$ cat src/hdl/ssp_pkg.sv
// Constants, encodings and reset values shared by the serial port files
package ssp_pkg;
  // ****************************************************************
  // Mode codes of serial_mode_select
  // ****************************************************************
  localparam logic [2:0] MODE_OFF = 3'h0;
  localparam logic [2:0] MODE_SYNC = 3'h1;
  localparam logic [2:0] MODE_TWO_WIRE = 3'h2;
  localparam logic [2:0] MODE_UART7 = 3'h4;
  localparam logic [2:0] MODE_UART8 = 3'h5;
  localparam logic [2:0] MODE_UART9 = 3'h6;

  // ****************************************************************
  // Widths and lengths
  // ****************************************************************
  localparam int DATA_W = 9;
  localparam int CNT_W = 16;
  localparam int TX_FIFO_DEPTH = 2;
  localparam logic [3:0] SYNC_BITS = 4'h8;
  localparam logic [3:0] LEN7 = 4'h7;
  localparam logic [3:0] LEN8 = 4'h8;
  localparam logic [3:0] LEN9 = 4'h9;

  // ****************************************************************
  // Timing
  // ****************************************************************
  localparam int CLK_PERIOD_NS = 10;
  localparam int HALF_PERIOD_NS = 500;
  localparam int HALF_CYCLES = (HALF_PERIOD_NS + CLK_PERIOD_NS - 1) / CLK_PERIOD_NS;

  // ****************************************************************
  // Reset values
  // ****************************************************************
  localparam logic RST_TXD = 1'b1;
  localparam logic RST_RTS_N = 1'b1;
  localparam logic RST_SCLK = 1'b1;
  localparam logic RST_TX_EMPTY = 1'b1;
  localparam logic [2:0] RST_PIN_SYNC = 3'h7;

  // ****************************************************************
  // Transmitter states
  // ****************************************************************
  typedef enum logic [2:0] {
    ST_IDLE = 3'b001,
    ST_SYNC = 3'b010,
    ST_UART = 3'b100
  } ssp_tx_state_t;
endpackage

$ cat src/hdl/ssp_stream_if.sv
// Valid/ready word stream between the port and its transmit buffer
interface ssp_stream_if #(
  parameter int W = 9
) ();
  logic valid;
  logic ready;
  logic [W-1:0] data;
  modport src (output valid, output data, input ready);
  modport snk (input valid, input data, output ready);
endinterface

$ cat src/hdl/ssp_fifo2.sv
// Small FIFO that buffers transmit words ahead of the transmit buffer
module ssp_fifo2 #(
  parameter int W = 9,
  parameter int DEPTH = 2
) (
  input wire logic clk,
  input wire logic rst_n,
  ssp_stream_if.snk wr,
  ssp_stream_if.src rd
);
  localparam int AW = (DEPTH > 1) ? $clog2(DEPTH) : 1;

  generate
    if (DEPTH < 2 || (DEPTH & (DEPTH - 1)) != 0) begin : g_bad_depth
      $error("ssp_fifo2: DEPTH must be a power of two, at least 2");
    end
  endgenerate

  typedef struct packed {
    logic [DEPTH-1:0][W-1:0] mem;
    logic [AW-1:0] wp;
    logic [AW-1:0] rp;
    logic [AW:0] cnt;
    logic in_rdy;
  } ssp_fifo_state_t;

  localparam ssp_fifo_state_t RST = '{in_rdy: 1'b1, default: '0};

  ssp_fifo_state_t r;
  ssp_fifo_state_t n;
  logic push;
  logic pop;

  assign wr.ready = r.in_rdy;
  assign rd.valid = (r.cnt != '0);
  assign rd.data = r.mem[r.rp];

  always_comb begin
    n = r;
    push = wr.valid && r.in_rdy;
    pop = rd.ready && (r.cnt != '0);
    if (push) begin
      n.mem[r.wp] = wr.data;
      n.wp = r.wp + 1'b1;
    end
    if (pop) begin
      n.rp = r.rp + 1'b1;
    end
    if (push && !pop) begin
      n.cnt = r.cnt + 1'b1;
    end else if (pop && !push) begin
      n.cnt = r.cnt - 1'b1;
    end
    // Registered so the source sees ready straight from a flop
    n.in_rdy = (n.cnt != (AW + 1)'(DEPTH));
  end

  always_ff @(posedge clk) begin
    if (!rst_n) begin
      r <= RST;
    end else begin
      r <= n;
    end
  end
endmodule

$ cat src/hdl/ssp_top.sv
// Clock synchronous / asynchronous serial port with RTS/CTS handshake
module ssp_top #(
  parameter int HALF_DIV = ssp_pkg::HALF_CYCLES
) (
  input wire logic clk,
  input wire logic rst_n,
  input wire logic [2:0] serial_mode_select,
  input wire logic internal_clock_select,
  input wire logic clock_edge_polarity,
  input wire logic clock_open_drain,
  input wire logic rts_enable,
  input wire logic cts_enable,
  input wire logic transmit_enable,
  input wire logic rx_allow,
  input wire logic tx_irq_source_select,
  input wire logic error_signal_output_enable,
  input wire logic two_wire_mode_select,
  input wire logic two_wire_mode_option,
  input wire logic clock_delay,
  input wire logic tx_pending_clear,
  input wire logic rx_pending_clear,
  input wire logic rx_read,
  input wire logic [ssp_pkg::DATA_W-1:0] tx_wdata,
  input wire logic tx_wvalid,
  output logic tx_wready,
  input wire logic serial_clock_in,
  input wire logic serial_in,
  input wire logic cts_n_in,
  output logic serial_out,
  output logic serial_out_oe,
  output logic serial_clock_out,
  output logic serial_clock_oe,
  output logic rts_n,
  output logic rts_oe,
  output logic tx_buffer_empty,
  output logic [ssp_pkg::DATA_W-1:0] rx_data,
  output logic rx_buffer_full,
  output logic overrun_flag,
  output logic rx_pending_flag,
  output logic tx_pending_flag,
  output logic busy
);
  localparam int DW = ssp_pkg::DATA_W;
  localparam int CW = ssp_pkg::CNT_W;
  localparam logic [CW-1:0] HALF_LAST = CW'(HALF_DIV - 1);

  generate
    if (DW != 9 || HALF_DIV < 1 || HALF_DIV >= (1 << CW)) begin : g_bad_param
      $error("ssp_top: unsupported data width or clock divider");
    end
  endgenerate

  // ****************************************************************
  // Decoding helpers
  // ****************************************************************
  function automatic logic is_uart(input logic [2:0] m);
    return (m == ssp_pkg::MODE_UART7) || (m == ssp_pkg::MODE_UART8) ||
           (m == ssp_pkg::MODE_UART9);
  endfunction

  function automatic logic [3:0] data_len(input logic [2:0] m);
    case (m)
      ssp_pkg::MODE_UART7: return ssp_pkg::LEN7;
      ssp_pkg::MODE_UART9: return ssp_pkg::LEN9;
      default: return ssp_pkg::LEN8;
    endcase
  endfunction

  // Start bit low, unused data bits forced high, stop bit high
  function automatic logic [DW+1:0] uart_frame(input logic [DW-1:0] d, input logic [3:0] len);
    logic [DW-1:0] mask;
    mask = {DW{1'b1}} >> (4'(DW) - len);
    return {1'b1, d | ~mask, 1'b0};
  endfunction

  typedef struct packed {
    ssp_pkg::ssp_tx_state_t st;
    logic [CW-1:0] half_cnt;
    logic [CW-1:0] rx_div;
    logic sclk_o;
    logic [DW+1:0] tx_sh;
    logic [3:0] tx_cnt;
    logic [DW-1:0] rx_sh;
    logic [3:0] rx_cnt;
    logic rx_busy;
    logic rx_ph;
    logic [DW-1:0] tx_buf;
    logic tx_empty;
    logic [DW-1:0] rx_buf;
    logic rx_full;
    logic ovr;
    logic rx_pend;
    logic tx_pend;
    logic txd;
    logic txd_oe;
    logic sclk_oe;
    logic rts_n;
    logic rts_oe;
    logic busy;
    logic [2:0] sy1;
    logic [2:0] sy2;
    logic [2:0] sy3;
    logic [2:0] filt;
    logic prev_both;
    logic [5:0] prev_cfg;
  } ssp_top_state_t;

  localparam ssp_top_state_t RST = '{
    st: ssp_pkg::ST_IDLE,
    sclk_o: ssp_pkg::RST_SCLK,
    tx_empty: ssp_pkg::RST_TX_EMPTY,
    txd: ssp_pkg::RST_TXD,
    rts_n: ssp_pkg::RST_RTS_N,
    sy1: ssp_pkg::RST_PIN_SYNC,
    sy2: ssp_pkg::RST_PIN_SYNC,
    sy3: ssp_pkg::RST_PIN_SYNC,
    filt: ssp_pkg::RST_PIN_SYNC,
    default: '0
  };

  ssp_top_state_t r;
  ssp_top_state_t n;

  ssp_stream_if #(.W(DW)) wr_if ();
  ssp_stream_if #(.W(DW)) rd_if ();

  assign wr_if.valid = tx_wvalid;
  assign wr_if.data = tx_wdata;
  assign tx_wready = wr_if.ready;
  assign rd_if.ready = r.tx_empty;

  ssp_fifo2 #(.W(DW), .DEPTH(ssp_pkg::TX_FIFO_DEPTH)) u_tx_fifo (
    .clk(clk),
    .rst_n(rst_n),
    .wr(wr_if),
    .rd(rd_if)
  );

  logic idle_lvl;
  logic mode_off;
  logic sync_mode;
  logic uart_mode;
  logic two_wire;
  logic [3:0] len;
  logic rxd;
  logic half_hit;
  logic rx_hit;
  logic ext_edge;
  logic away;
  logic back;
  logic rx_tick;
  logic start_ok;
  logic deliver;
  logic [DW-1:0] word;
  logic tx_set;
  logic rx_set;
  logic both;
  logic [5:0] cfg;

  // ****************************************************************
  // Next-state logic
  // ****************************************************************
  always_comb begin
    n = r;
    deliver = 1'b0;
    word = '0;
    tx_set = 1'b0;
    rx_set = 1'b0;
    idle_lvl = ~clock_edge_polarity;
    mode_off = (serial_mode_select == ssp_pkg::MODE_OFF);
    sync_mode = (serial_mode_select == ssp_pkg::MODE_SYNC);
    two_wire = (serial_mode_select == ssp_pkg::MODE_TWO_WIRE);
    uart_mode = is_uart(serial_mode_select);
    len = data_len(serial_mode_select);

    // Pins: three stages, a level counts once stages two and three agree
    n.sy1 = {cts_n_in, serial_in, serial_clock_in};
    n.sy2 = r.sy1;
    n.sy3 = r.sy2;
    n.filt = (~(r.sy2 ^ r.sy3) & r.sy2) | ((r.sy2 ^ r.sy3) & r.filt);
    rxd = n.filt[1];

    // Shift clock: leaving idle drives data, returning to idle samples it
    half_hit = internal_clock_select && (r.st != ssp_pkg::ST_IDLE) && (r.half_cnt == HALF_LAST);
    ext_edge = !internal_clock_select && (n.filt[0] != r.filt[0]);
    away = internal_clock_select ? (half_hit && (r.sclk_o == idle_lvl)) :
           (ext_edge && (n.filt[0] != idle_lvl));
    back = internal_clock_select ? (half_hit && (r.sclk_o != idle_lvl)) :
           (ext_edge && (n.filt[0] == idle_lvl));

    if (internal_clock_select && (r.st != ssp_pkg::ST_IDLE)) begin
      n.half_cnt = half_hit ? '0 : r.half_cnt + 1'b1;
      if (half_hit) begin
        n.sclk_o = ~r.sclk_o;
      end
    end else begin
      n.half_cnt = '0;
      n.sclk_o = idle_lvl;
    end

    if (rd_if.valid && r.tx_empty) begin
      n.tx_buf = rd_if.data;
      n.tx_empty = 1'b0;
    end

    // ****************************************************************
    // Transmitter, which also makes the synchronous shift clock
    // ****************************************************************
    start_ok = transmit_enable && !r.tx_empty && (!cts_enable || !n.filt[2]) &&
               (internal_clock_select || (n.filt[0] == idle_lvl));
    case (r.st)
      ssp_pkg::ST_IDLE: begin
        if ((sync_mode || uart_mode) && start_ok) begin
          n.st = sync_mode ? ssp_pkg::ST_SYNC : ssp_pkg::ST_UART;
          n.tx_sh = sync_mode ? {3'h7, r.tx_buf[7:0]} : uart_frame(r.tx_buf, len);
          n.tx_empty = 1'b1;
          n.tx_cnt = '0;
          tx_set = !tx_irq_source_select;
        end
      end
      ssp_pkg::ST_SYNC: begin
        if (away) begin
          n.txd = r.tx_sh[0];
          n.tx_sh = {1'b1, r.tx_sh[DW+1:1]};
        end
        if (back) begin
          n.rx_sh = {rxd, r.rx_sh[DW-1:1]};
          n.tx_cnt = r.tx_cnt + 1'b1;
          if (r.tx_cnt == ssp_pkg::SYNC_BITS - 4'h1) begin
            n.st = ssp_pkg::ST_IDLE;
            deliver = rx_allow;
            word = {1'b0, rxd, r.rx_sh[DW-1:2]};
            tx_set = tx_irq_source_select;
          end
        end
      end
      ssp_pkg::ST_UART: begin
        if (away) begin
          n.txd = r.tx_sh[0];
          n.tx_sh = {1'b1, r.tx_sh[DW+1:1]};
          n.tx_cnt = r.tx_cnt + 1'b1;
          if (r.tx_cnt == len + 4'h2) begin
            n.st = ssp_pkg::ST_IDLE;
            n.txd = 1'b1;
            // Frame ends on an away edge; park the clock now, not a cycle after idle
            n.sclk_o = idle_lvl;
            tx_set = tx_irq_source_select;
          end
        end
      end
      default: begin
        n.st = ssp_pkg::ST_IDLE;
      end
    endcase

    // ****************************************************************
    // Asynchronous receiver, sampling at mid-bit
    // ****************************************************************
    rx_hit = (r.rx_div == HALF_LAST);
    rx_tick = internal_clock_select ? (rx_hit && !r.rx_ph) : back;
    if (uart_mode && rx_allow) begin
      if (!r.rx_busy) begin
        if (r.filt[1] && !rxd) begin
          n.rx_busy = 1'b1;
          n.rx_div = '0;
          n.rx_ph = 1'b0;
          n.rx_cnt = '0;
        end
      end else begin
        n.rx_div = rx_hit ? '0 : r.rx_div + 1'b1;
        if (rx_hit) begin
          n.rx_ph = ~r.rx_ph;
        end
        if (rx_tick) begin
          n.rx_cnt = r.rx_cnt + 1'b1;
          if (r.rx_cnt == '0) begin
            // A start bit gone high again was a glitch
            n.rx_busy = !rxd;
          end else if (r.rx_cnt <= len) begin
            n.rx_sh = {rxd, r.rx_sh[DW-1:1]};
          end else begin
            n.rx_busy = 1'b0;
            deliver = 1'b1;
            word = r.rx_sh >> (4'(DW) - len);
          end
        end
      end
    end else begin
      n.rx_busy = 1'b0;
    end

    if (mode_off) begin
      n.st = ssp_pkg::ST_IDLE;
      n.rx_busy = 1'b0;
      n.txd = 1'b1;
    end

    // ****************************************************************
    // Receive buffer and request flags; a set beats a same-cycle clear
    // ****************************************************************
    if (rx_read) begin
      n.rx_full = 1'b0;
      n.ovr = 1'b0;
    end
    if (deliver) begin
      // Contents are unspecified after an overrun; the newer word is kept
      n.rx_buf = word;
      n.rx_full = 1'b1;
      if (r.rx_full && !rx_read) begin
        n.ovr = 1'b1;
        rx_set = two_wire;
      end else begin
        rx_set = 1'b1;
      end
    end

    both = tx_irq_source_select && error_signal_output_enable;
    n.prev_both = both;
    if (both && !r.prev_both) begin
      tx_set = 1'b1;
    end
    cfg = {serial_mode_select, two_wire_mode_select, two_wire_mode_option, clock_delay};
    n.prev_cfg = cfg;
    if ((cfg != r.prev_cfg) && (two_wire || (r.prev_cfg[5:3] == ssp_pkg::MODE_TWO_WIRE))) begin
      tx_set = 1'b1;
      rx_set = 1'b1;
    end
    n.tx_pend = tx_set | (r.tx_pend & ~tx_pending_clear);
    n.rx_pend = rx_set | (r.rx_pend & ~rx_pending_clear);

    // ****************************************************************
    // Pin drivers
    // ****************************************************************
    n.rts_oe = !internal_clock_select && rts_enable && !mode_off;
    n.rts_n = n.rts_oe ? !(rx_allow && (n.st == ssp_pkg::ST_IDLE) && !n.rx_busy) : 1'b1;
    n.txd_oe = !mode_off;
    // Open drain only pulls low; the high level comes from the pull-up
    n.sclk_oe = sync_mode && internal_clock_select && (!clock_open_drain || !n.sclk_o);
    n.busy = (n.st != ssp_pkg::ST_IDLE) || n.rx_busy;
  end

  always_ff @(posedge clk) begin
    if (!rst_n) begin
      r <= RST;
    end else begin
      r <= n;
    end
  end

  assign serial_out = r.txd;
  assign serial_out_oe = r.txd_oe;
  assign serial_clock_out = r.sclk_o;
  assign serial_clock_oe = r.sclk_oe;
  assign rts_n = r.rts_n;
  assign rts_oe = r.rts_oe;
  assign tx_buffer_empty = r.tx_empty;
  assign rx_data = r.rx_buf;
  assign rx_buffer_full = r.rx_full;
  assign overrun_flag = r.ovr;
  assign rx_pending_flag = r.rx_pend;
  assign tx_pending_flag = r.tx_pend;
  assign busy = r.busy;
endmodule

$ cat config.mk
export PLATFORM = sky130hd
export DESIGN_NAME = ssp_top
export DESIGN_NICKNAME = d
export VERILOG_FILES = /design/src/hdl/ssp_pkg.sv /design/src/hdl/ssp_stream_if.sv /design/src/hdl/ssp_fifo2.sv /design/src/hdl/ssp_top.sv
export SDC_FILE = /design/constraint.sdc
export NUM_CORES = 1
export LEC_CHECK = 0
export BUFFER_PORTS_ARGS = -buffer_cell sky130_fd_sc_hd__buf_4
export CAP_MARGIN = 20
export CORE_MARGIN = 5
export CORE_UTILIZATION = 50
export CTS_CLUSTER_DIAMETER = 100
export DETAILED_ROUTE_END_ITERATION = 8
export PLACE_DENSITY = 0.81
export SYNTH_ARGS = -nofsm -noshare
export SYNTH_HDL_FRONTEND = slang
export SYNTH_SLANG_ARGS = --single-unit
export TNS_END_PERCENT = 20
$ cat constraint.sdc
create_clock -name clk -period 3.2 [get_ports clk]
set_clock_uncertainty 0.05 [all_clocks]
set_input_delay 0.16 -clock clk [delete_from_list [all_inputs] [get_ports clk]]
set_output_delay 0.16 -clock clk [all_outputs]
set_load 0.05 [all_outputs]
Yosys cells after proc, flatten, opt, wreduce, memory -nomap -nowiden
Index checks and enable logic that the tools add are counted.
- logic and storage cells: 249
- flip-flop bits (word level): 137
- bits of input ports: 33
- mux-type cells: 82
- add/subtract/negate cells: 10
- bitwise operators: 18
- reductions and logical operators: 69
- equal/unequal tests: 29
- $lt $le $gt $ge: 4
- shift-type cells: 2
- operator list (cell ; number):
    $mux W9 ; 12
    $mux W16 ; 4
    $pmux W15 S3 ; 1
    $mux W1 ; 37
    $add A16 B1 Y16 const B ; 2
    $eq A16 B6 Y1 const B ; 2
    $logic_and A1 B1 Y1 ; 29
    $mux W13 ; 2
    $mux W8 ; 3
    $mux W3 ; 7
    $bwmux W18 ; 1
    $logic_not A1 Y1 ; 16
    $mux W15 ; 1
    $mux W14 ; 1
    $eq A3 B3 Y1 const B ; 4
    $mux W6 ; 2
    $mux W11 ; 1
    $mux W10 ; 1
    $ne A2 B2 Y1 const B ; 5
    $demux W9 S1 ; 1
    $eq A3 B1 Y1 const B ; 3
    $eq A3 B2 Y1 const B ; 3
    $not A9 Y9 ; 1
    $or A9 B9 Y9 ; 1
    40 further kinds ; 74

Depth between registers and ports, before layout
Gate-level depths: netlist of run 1.
- depth after elaboration: 19
- depth in mapped cells: 12
- gate-level depth less buffers: 10

Hierarchy
From an unflattened synthesis of run 1, not the netlist that was laid out.
- cells, all modules: 731
- area, all modules: 6381.1 µm²
- by module, submodules not included (module ; cells each ; times used ; area each (µm²)):
    ssp_top ; 620 ; 1 ; 5360.1
    ssp_fifo2 ; 111 ; 1 ; 1021.0

Worst setup path after synthesis of run 1
Ideal clock, no wire load.
- kind: input -> register
- from: input serial_mode_select[1]
- to: register r[54] in the netlist's numbering
- required time: 3.078 ns
- arrival: 2.342 ns
- stages on the path: 11
- library setup time: 0.072 ns
- setup slack: 0.736 ns
- path buffers: 3
- cells stage by stage: buf_2 > buf_1 > nor2_1 > inv_1 > ha_1 > and4_1 > a21oi_1 > o21ai_0 > a221oi_1 > buf_2 > mux2i_1
- cells in the longest elaborated chain, start to end: 8
- elaborated cells between the ends (all ways): 13
- classes of those cells: order compare: 1; eq/ne: 3; mux: 6; reduce/logical: 3
- RTL lines (what ; RTL line ; RTL):
    from (decl) ; ssp_top.sv:7 ; input wire logic [2:0] serial_mode_select,
    $eq A3 B3 Y1, on equally long branches ; ssp_top.sv:58, ssp_top.sv:62, ssp_top.sv:57 ;
    $pmux W4 S2 ; ssp_top.sv:62 ; case (m)
    $le A4 B4 Y1 ; ssp_top.sv:279 ; end else if (r.rx_cnt <= len) begin
    $mux W9 ; ssp_top.sv:279 ;
    $mux W9 ; ssp_top.sv:276 ; if (r.rx_cnt == '0) begin
    $mux W14 ; ssp_top.sv:274 ; if (rx_tick) begin
    $mux W9 ; ssp_top.sv:262 ; if (!r.rx_busy) begin
    $mux W13 * ; ssp_top.sv:261 ; if (uart_mode && rx_allow) begin
    to (signal assigned) ; ssp_top.sv:346 ; r <= n;
    to (decl) ; ssp_top.sv:121 ; ssp_top_state_t r;
Mark *: on every way between the ends. The rest lies on a longest branch, timed or not. The select of a mux whose other input is x is not followed.
A chain may end at the register's enable or synchronous reset.

Worst setup path after layout of run 1
- from: input serial_mode_select[0]
- to: register r[54] in the netlist's numbering
The elaborated chain is that of the path after synthesis.

==> run summary, run 1 <==
Static timing analysis puts the maximum clock frequency at 352.4 MHz. Master cell of the clock root buffer: clkbuf_16. Setup repair after global routing left no endpoint under its margin. The number of cells on the worst reg-to-reg path came out at 7. The setup path with the least slack is of type input port to flip-flop.

At the placement stage, the worst setup path has a slack of 0.5476 ns. The run gives 5 as the first-pass iteration count of the detailed router. For the number of synthesis warnings, the log shows 0. The global-route wire length before repair was 23,360 um. The tool flagged a number of max-cap violations equal to 0. The cell area after layout is 7601 um2. Data on the critical path is required at its endpoint by 3.50 ns. TritonCTS built the clock tree. The effective utilization at floorplan was 0.5044; the post-synthesis sequential area ratio was 0.4344. Detailed placement ended at an HPWL of 9040 um.

The headroom to the max-slew limit was 0.4520; the post-synthesis instance area was 6314 um2. Setup violations remaining at the end of the flow were counted as 0. In the final routed layout, each cell accounts on average for 14.07 um. The clock latency on the worst-skew pair came out at 0.42 ns.

Element type at the critical path start: an input port. The areal power density over the cells is 599.0 nW/um2. After synthesis, the mean cell area works out to 8.637 um2.

Summed over all failing endpoints, the final setup total negative slack is 0 ns. In the final design database the tool counted 836 nets. In this run, post-CTS repair resized a total of 0 instances. The run gives 0 as the buffer count from post-CTS setup fixing. The fraction of layout cells with a size suffix above 1 is 0.1306. After filler insertion, the fill cell instance count of the layout stands at 1,092. The logs give 0 for the DRC violations left and 0.3621 ns for the final critical-path setup slack. The floorplan step set the die width to 122.4 um.

Once placement finished, the instance area stood at 6758 um2. The height of the die was 122.4 um. Fraction of power consumed by the clock network: 0.435.

The logs give 0.61 ns for the flop-to-flop setup slack and 41 for the number of rows created at floorplan. Entering global routing, the biggest net connects 63 pins. In the synthesized netlist, the number of instances is 731. The die area was 14,970 um2. For this design the total switching power over the nets is 1225 uW. The worst setup path is captured at a flip-flop. After synthesis the netlist holds a flip-flop and latch count of 137. The cell depth of the worst min-delay path was 2. Once detail routing completed, the nets flagged for antenna violations numbered 0. Clock-pin slew was measured on the worst setup and hold paths at 0.06 ns. For this run the aggregate overflow at the end of global routing stands at 0.

In this run the critical register-to-register path is launched from r[95]$_SDFF_PP0_. Leaving out fill and tap cells, the most frequent cell in the layout is dfxtp_1. The number of antenna diodes in the final layout is 0.

The number of antenna violations at the first check in global routing was 0. The most used flip-flop cell after synthesis is dfxtp_1. At the pin with the least slew margin, the transition time is 0.8219 ns. Via count of the routed design: 5,308. The fraction of power spent switching nets works out to 0.2690.

The logs give 0.002901 uW for the reported leakage power and 0.1944 for the aggregate global-route resource usage. Port buffering added 54 buffers. Number of global-route vias before repair: 4,915. The number of clock buffers added by TritonCTS is 17. The share of flip-flops with an asynchronous set or reset is 0, and the data arrival at the endpoint of the critical path is 3.13 ns. Cell internal power was estimated by the tool at 3328 uW.

The number of max-slew violations in the final report was 0. The run gives 0.423 as the share of power burned in registers. The post-detailed-route via-to-cell ratio works out to 5.439. The H-tree generated during clock tree synthesis spans 4 levels. Power consumption: 4553 uW. The worst hold path begins at internal_clock_select.

In the layout the commonest cells are 137 x dfxtp_1, 86 x nand2_1, 84 x nor2_1, 67 x a21oi_1, 61 x buf_4. In this run the worst path has a maximum fanout of 9. The count of clock tree sinks is 137, and the net count of the mapped netlist is 776. The core area is 12,520 um2, and the starting DRC count in detailed routing is 338.

For the count of unique library cells instantiated by Yosys, the log shows 59. The routability-driven placement congestion ratio came out at 0.8448. The start point of the critical path was serial_mode_select[0].

The aggregate routed wire length is 13,730 um, and the signed area change from the synthesized netlist to the final layout is 20.39%. For the count of final hold-check violations, the log shows 0. The tightest min-delay check is of the input port to flip-flop type. The longest clock path from root to sink contains 2 buffers. The run gives 55 as the I/O pin count. The post-layout minimum cycle time was 2.838 ns. The run finished with clean final reports. The portion of total power attributed to combinational logic was 0.142; the number of enable-type register cells in the synthesized netlist was 0.

The worst vdd rail ir drop is 0.5159 mV. The final cycle utilization of the critical path works out to 0.8868.
## layout make-up
type	instances	area, um2	share of cell area
Timing Repair Buffer	85	698.2	0.09185
Inverter	15	56.30	0.007407
Clock buffer	18	429.2	0.05646
Multi-Input combinational cell	535	3286	0.4323
Sequential cell	137	2743	0.3608
Clock inverter	14	173.9	0.02288
Tap cell	172	215.2	0.02831
## power by group through the flow
stage	sequential (uW)	clock (uW)	combinational, uW
6_report	1930	1980	648
5_1_grt	1940	2100	728
4_1_cts	1930	2010	649
3_5_place_dp	1960	0	618
3_3_place_gp	1960	0	605
2_1_floorplan	1970	0	436
## timing repair
action,CTS,global route
endpoints found under the hold margin,32,0
hold buffers,24,0
setup endpoints to repair,0,0
## registers in the layout (all words and copies together) (netlist names), 6 cells and up
| signal | cells |
|---|---|
| n | 6 |
| r | 87 |
| rx_data | 9 |
| u_tx_fifo.r | 22 |
## through the flow
step | hold slack [ns] | cells | util
after floorplan | 0.1828 | 731 | -
after global placement | 0.2921 | 920 | 0.5399
after global routing | 0.02057 | 976 | 0.6073
final | 0.004684 | 976 | 0.6073
after detailed placement | 0.2989 | 920 | 0.5399
after CTS | 0.001102 | 976 | 0.6073
## Yosys cell counts (9+ instances only)
cell / number / area share
ha_1: 12 / 0.024
nor2b_1: 9 / 0.0089
a21oi_1: 67 / 0.053
xor2_1: 20 / 0.028
mux2i_1: 42 / 0.067
nand2b_1: 19 / 0.019
o21ai_0: 32 / 0.025
dfxtp_1: 137 / 0.43
nand4_1: 12 / 0.012
xnor2_1: 17 / 0.024
nand2_1: 86 / 0.051
nor2_1: 84 / 0.050
clkbuf_1: 21 / 0.012
buf_2: 9 / 0.0071
inv_1: 13 / 0.0077
buf_4: 11 / 0.013
a211oi_1: 13 / 0.015
nand3_1: 26 / 0.021
## metal layers
layer	track usage	part of all wire
met3	0.05438	0.053
met5	0	0
met2	0.3147	0.48
met1	0.2471	0.46
met4	0.07348	0.014
## final timing paths
| kind | end |
|---|---|
| max | r[54]$_SDFF_PN0_ |
| min | rts_oe$_SDFF_PN0_ |
| max reg2reg | rx_data[7]$_SDFFE_PN0P_ |
| min reg2reg | n[10]$_SDFF_PN1_ |
## critical path, stage by stage
cell and delay [ns]:
dlygate4sd3_1 0.54, buf_4 0.16, nand2b_1 0.21, nor2_1 0.23, inv_1 0.10, ha_1 0.30
nor2b_1 0.13, o211ai_1 0.09, a21oi_1 0.29, o21ai_0 0.15, a221oi_1 0.29, buf_4 0.26
mux2i_1 0.21
## cell families after synthesis
group                      synth area share
muxes                               0.06659
DFF                                  0.4344
AOI/OAI and AO/OA                    0.1449
xor gates and xnor gates            0.05133
buffers and inverters               0.04518
adders and majority gates           0.02695
and+or+nand+nor                      0.2307
Note: power is estimated with default switching activity, not from simulation.
==> run 2: changes to the inputs <==
CORE_ASPECT_RATIO = 0.9   (was default)
==> run summary, run 2 (same netlist as run 1, synthesis figures left out) <==
On the worst path, the slowest cell contributes a delay of 0.54 ns. Counting stages on the worst path, the most repeated cell is buf_4. Static timing analysis puts the maximum clock frequency at 364.8 MHz. From bottom edge to top edge, the die measures 116.6 um.

The largest fanout on the critical path was 9; the first-pass iteration count of the detailed router was 5. The logs give 0 for the DRC violations left and 0 for the max-capacitance violation count. Areal power density over the cells: 625.5 nW/um2. Ranked by flip-flop count, first place goes to r. The signal on the critical path passes through dlygate4sd3_1, buf_4, nand2b_1, nor2_1, inv_1, ha_1, nor2b_1, o211ai_1, a21oi_1, o21ai_0, a221oi_1, buf_4, mux2i_1.

The final cycle utilization of the critical path was 0.8567. The tools report the routability-driven placement congestion ratio as 0.8744. Across the VDD grid, the largest voltage drop is 0.3451 mV. The tools report the element type at the critical path start as an input port. The data arrival at the endpoint of the critical path is 3.03 ns. The analysis attributes to net switching a power of 1241 uW. The count of cells in the finished layout, fillers not included, comes to 972.

The logs give 0.1977 for the aggregate global-route resource usage and 990 for the number of fill cells in the layout. Fraction of layout cells with a size suffix above 1: 0.1337. The tools report the number of global-route vias before repair as 5,033.

TritonCTS built the clock tree. For the effective utilization at floorplan, the log shows 0.5034. The I/O pin count came out at 55. Sort of element at the end of the critical path: a flip-flop. For the half-perimeter wire length after placement, the log shows 9595 um. For the largest net degree at the start of global routing, the log shows 46. Clock tree synthesis found a total of 137 sinks. X dimension of the die: 128.5 um.

The number of antenna violations at the first check in global routing was 0; the die area was 14,980 um2. Headroom to the max-slew limit: 0.5680. After clock tree synthesis, the clock-pin slew on the worst setup and hold paths is 0.06 ns. The portion of total power attributed to combinational logic was 0.137.

The share of power burned in registers came out at 0.401. The run gives 0 as the number of gates given a new drive strength after cts. The register with the most flip-flops in the layout has 87 of them.

For this block, the initial DRC count from the detailed router was 491. The run gives 0.002946 uW as the reported leakage power. In the final timing run, aggregate negative setup slack is 0 ns.

In the final design database the tool counted 840 nets. The count of final hold-check violations is 0, and the number of instances in the placed design is 915. The design draws 4811 uW.

The critical path contains buffers and inverters numbering 4 combined. The largest buffer count on any clock path came out at 2. The worst hold path class was input port to flip-flop.

Largest delay contributor family on the critical path: buffers and inverters. For the pin with the worst max-slew slack, the measured transition is 0.6456 ns. STA puts the critical path data required time at 3.49 ns. The run finished with clean final reports. The run gives 0 as the number of max-slew violations in the final report. Setup repair after global routing left no endpoint under its margin.

The library cells used most frequently in the layout, excluding fill and tap cells, are 137 x dfxtp_1, 86 x nand2_1, 84 x nor2_1, 67 x a21oi_1, 64 x buf_4. Once detail routing completed, the nets flagged for antenna violations numbered 0. The first global-routing pass estimated 23,940 um of wire. The clock reaches the later pin of the worst-skew pair after 0.41 ns. Setup violations remaining at the end of the flow were counted as 0.

The library cell used most frequently in the layout, excluding fill and tap cells, is dfxtp_1. The master cell of the clock root buffer was clkbuf_16. The worst setup path is of the input port to flip-flop kind.

The H-tree was split into 4 levels. The post-detailed-route via-to-cell ratio is 5.457, and the share of the core filled with cells in the final layout is 0.6134. The internal power consumption is 3571 uW. Among all stages on the critical path, the largest delay is contributed by dlygate4sd3_1.

The floorplan has 39 rows. Wires add up to 14,520 um. TritonCTS buffer count: 17. The core area is 12,540 um2, and the post-layout minimum cycle time is 2.741 ns.

Compared with the post-synthesis result, the final layout area differs by 21.84%. The fraction of power consumed by the clock network was 0.461. Across all layers, the routed design uses 5,304 vias. The antenna cell count is 0, and the port buffer count is 54. The fraction of power spent switching nets is 0.2579, and the average detailed-routed wire length per instance is 14.94 um. For this run the aggregate overflow at the end of global routing stands at 0.
-- run 2: worst paths after layout --
kind | from | to | slack [ns] | cells past startpoint
min | tx_irq_source_select | tx_pending_flag$_SDFF_PN0_ | 0.05 | 3
min reg2reg | n[13]$_SDFF_PN1_ | n[10]$_SDFF_PN1_ | 0.35 | 1
max reg2reg | r[95]$_SDFF_PP0_ | overrun_flag$_SDFF_PN0_ | 0.54 | 7
max | serial_mode_select[0] | r[59]$_SDFF_PN0_ | 0.46 | 13
-- run 2: area by class of cell --
class | count | area [um2] | area share
tap | 164 | 205.2 | 0.02668
multi-input combinational | 535 | 3286 | 0.4271
inverter | 15 | 56.30 | 0.007319
clock buffer | 18 | 429.2 | 0.05579
clock inverter | 14 | 242.7 | 0.03155
timing repair buffer | 89 | 730.7 | 0.09499
sequential | 137 | 2743 | 0.3565
-- run 2: metrics by stage --
step | setup slack, ns | hold slack, ns | area (um2)
after detailed placement | 0.5833 | 0.2852 | 6770
after global placement | 0.7259 | 0.2805 | 6770
after floorplan | 0.7362 | 0.1828 | 6314
after global routing | 0.2325 | 0.04576 | 7692
after CTS | 0.4683 | 0.03559 | 7692
final | 0.4585 | 0.04611 | 7692
-- run 2: layer usage --
layer	share of wire	global-route usage	wire length (um)	vias to the layer above
li1	-	-	-	2670
met1	0.47	0.2606	6777	2463
met2	0.45	0.3120	6516	145
met3	0.065	0.05670	949	26
met4	0.019	0.06860	279	0
met5	0	0	0	-
-- run 2: power groups by stage --
| stage | logic [uW] | registers, uW | clock network (uW) |
|---|---|---|---|
| 2_1_floorplan | 436 | 1970 | 0 |
| 3_3_place_gp | 613 | 1960 | 0 |
| 3_5_place_dp | 629 | 1960 | 0 |
| 4_1_cts | 658 | 1930 | 2240 |
| 5_1_grt | 745 | 1950 | 2330 |
| 6_report | 661 | 1930 | 2220 |
-- run 2: tightest hold or removal path: cells and delay by family --
kind,cells,cell delay [ns]
buffers and inverters,1,0.09
AOI/OAI and AO/OA,2,0.21
-- run 2: what timing repair did --
item	in CTS	in global routing
endpoints found under the hold margin	32	0
buffers inserted	0	0
hold buffers	25	0
==> run 3: changes to the inputs <==
==> constraint.sdc (replaced) <==
create_clock -name clk -period 3.2 [get_ports clk]
set_clock_uncertainty 0.05 [all_clocks]
set_input_delay 0.32 -clock clk [delete_from_list [all_inputs] [get_ports clk]]
set_output_delay 0.32 -clock clk [all_outputs]
set_load 0.05 [all_outputs]
==> run summary, run 3 (same netlist as run 1, synthesis figures left out) <==
The flow ran to the end, and the final reports show no timing, DRC or antenna violations. The master cell of the clock root buffer is clkbuf_16. The number of instances in the placed design was 914.

Reported leakage power: 0.002832 uW. The critical path starts at r[95]$_SDFF_PP0_. The worst setup path is of the flip-flop to flip-flop kind. 55 I/O pins were placed. The die covers 14,980 um2. The run gives 0.4454 ns as the worst setup timing slack at the placement stage. The headroom to the max-slew limit was 0.5811; the x dimension of the die was 128.5 um.

The sort of element at the end of the critical path was a flip-flop. The element type at the critical path start was a flip-flop. After legalization and detailed placement, the total HPWL measured 9540 um. Entering global routing, the biggest net connects 46 pins. STA puts the critical path data required time at 3.48 ns. For this run, design rule violations remaining after detail routing come to 0.

The power consumption is 4609 uW, and the actual transition at the worst max-transition pin is 0.6261 ns. For this block, the via count after detailed routing is 5,149. The antenna cell count is 0, and the max-capacitance violation count is 0. The areal power density over the cells is 622.7 nW/um2, and the post-detailed-route via-to-cell ratio is 5.437. The logs give 39 for the number of rows created at floorplan and 22,890 um for the global-route wire length before repair.

The tools report the largest buffer count on any clock path as 2. The number of antenna violations at the first check in global routing is 0. The run gives 947 as the number of standard cells in the final layout excluding fillers. The maximum achievable frequency is 391.7 MHz, and the average detailed-routed wire length per instance is 14.21 um. The count of final hold-check violations was 0. The met2 routing resource usage after global routing came out at 0.2916.

The worst hold path class was input port to flip-flop. The endpoint of the most critical setup path is rx_data[7]$_SDFFE_PN0P_. The number of max-slew violations in the final report is 0, and the number of global-route vias before repair is 4,905. The logs give 0.5034 for the effective utilization at floorplan and 815 for the total number of nets in the final design.

The port buffer count is 54. The final critical-path setup slack is 0.6469 ns, and the fraction of layout cells with a size suffix above 1 is 0.1341. Of all nets on the critical path, the largest fanout is 12. The clock-pin transition on the worst setup and hold timing paths was 0.06 ns. Leaving out fill and tap cells, the most frequent cell in the layout is dfxtp_1.

In this run the most used layer during global routing was met2. The tools report the count of clock tree sinks as 137. Summed over all layers, the routed wires come to 13,460 um.

The register with the most flip-flops in the final layout is r. TritonCTS created 17 clock buffers. The met3 track demand over resource came out at 0.06173. The run gives 7 as the first-pass iteration count of the detailed router. The maximum level of the CTS H-tree is 4, and the clock latency on the worst-skew pair is 0.42 ns. The master of the slowest instance on the critical path is and3_1. The final cycle utilization of the critical path came out at 0.7978. In this run, the number of DRC markers left after iteration 0 of detailed routing was 405. Startpoint of the most critical register-to-register path: r[95]$_SDFF_PP0_. Broken down by cell family, the worst path's largest delay share belongs to simple AND/OR/NAND/NOR gates.

For the aggregate global-route resource usage, the log shows 0.1901. Across all register-to-register paths, the minimum setup slack is 0.65 ns. The count of buffer and inverter cells on the critical path was 0; the height of the die was 116.6 um. In the layout the commonest cells are 137 x dfxtp_1, 86 x nand2_1, 84 x nor2_1, 67 x a21oi_1, 63 x buf_4.

Flip-flop count of the largest register after layout: 87. The detail route stage leaves a number of antenna-violating nets equal to 0. The floorplan step defined a core boundary enclosing 12,540 um2. The tools report the worst vdd rail ir drop as 0.3686 mV.

In this run the number of cells on the critical path is 7. The aggregate negative setup slack was 0 ns; the routability-driven placement congestion ratio was 0.8792. TritonCTS built the clock tree. The signed area change from the synthesized netlist to the final layout is 17.22%.

Walking the worst path, the cells encountered are ha_1, nor3b_1, nand4_2, o21ai_0, and3_1, mux2i_1, a211oi_1. Counting I/O delays and the setup requirement, the final critical path takes 2.553 ns. Data on the critical path arrives at its endpoint at 2.83 ns.

The cell depth of the worst min-delay path is 2, and the buffer count from post-CTS setup fixing is 0. For the met1 global-route usage, the log shows 0.2510. The total of endpoints with negative setup slack in the final report is 0. Setup repair after global routing left no endpoint under its margin.

Capture instance of the worst register-to-register path: rx_data[7]$_SDFFE_PN0P_. The number of cells on the worst reg-to-reg path is 7, and the global-route congestion overflow total is 0. On the worst path, the slowest cell contributes a delay of 0.60 ns.
run 3: final cells by class:
type                            count  area (um2)
Multi-Input combinational cell    535        3286
Sequential cell                   137        2743
Tap cell                          164       205.2
Fill cell                        1093        5140
Timing Repair Buffer               64       483.0
Inverter                           15       56.30
Clock buffer                       26       519.2
Clock inverter                      6       108.9
run 3: worst min-delay path by stage:
stage                           from               end  slack, ns
floorplan           n[13]$_SDFF_PN1_  n[10]$_SDFF_PN1_       0.34
global placement    n[13]$_SDFF_PN1_  n[10]$_SDFF_PN1_       0.34
detailed placement  n[14]$_SDFF_PN1_  n[11]$_SDFF_PN1_       0.35
CTS                  serial_clock_in  n[13]$_SDFF_PN1_       0.03
global route         serial_clock_in  n[13]$_SDFF_PN1_       0.03
finish               serial_clock_in  n[13]$_SDFF_PN1_       0.05
run 3: per-layer routing:
metal | vias to the layer above | routed length [um]
li1 | 2623 | -
met1 | 2358 | 6445
met2 | 143 | 5832
met3 | 25 | 927
met4 | 0 | 255
met5 | - | 0
run 3: report_power, final:
| group | internal [uW] | switching, uW |
|---|---|---|
| Combinational | 254 | 384 |
| Sequential | 1830 | 104 |
| Clock | 1350 | 689 |
| Total | 3430 | 1180 |
run 3: through the flow:
step / utilization / hold slack, ns / instance area, um2
4_1_cts: 0.5901 / 0.03187 / 7401
5_1_grt: 0.5901 / 0.03195 / 7401
6_report: 0.5901 / 0.05437 / 7401
2_1_floorplan: - / 0.3363 / 6314
3_3_place_gp: 0.5393 / 0.3391 / 6763
3_5_place_dp: 0.5393 / 0.3483 / 6763
run 3: worst reg2reg max path, stage by stage, from the launching register on:
cell	delay, ns
dfxtp_1	0.40
ha_1	0.18
nor3b_1	0.26
nand4_2	0.23
o21ai_0	0.34
and3_1	0.61
mux2i_1	0.16
a211oi_1	0.25
run 3: repair_timing:
action,CTS,global route
hold endpoints to repair,1,0
gates resized for setup,0,0
endpoints found under the setup margin,0,0
hold buffers,1,0
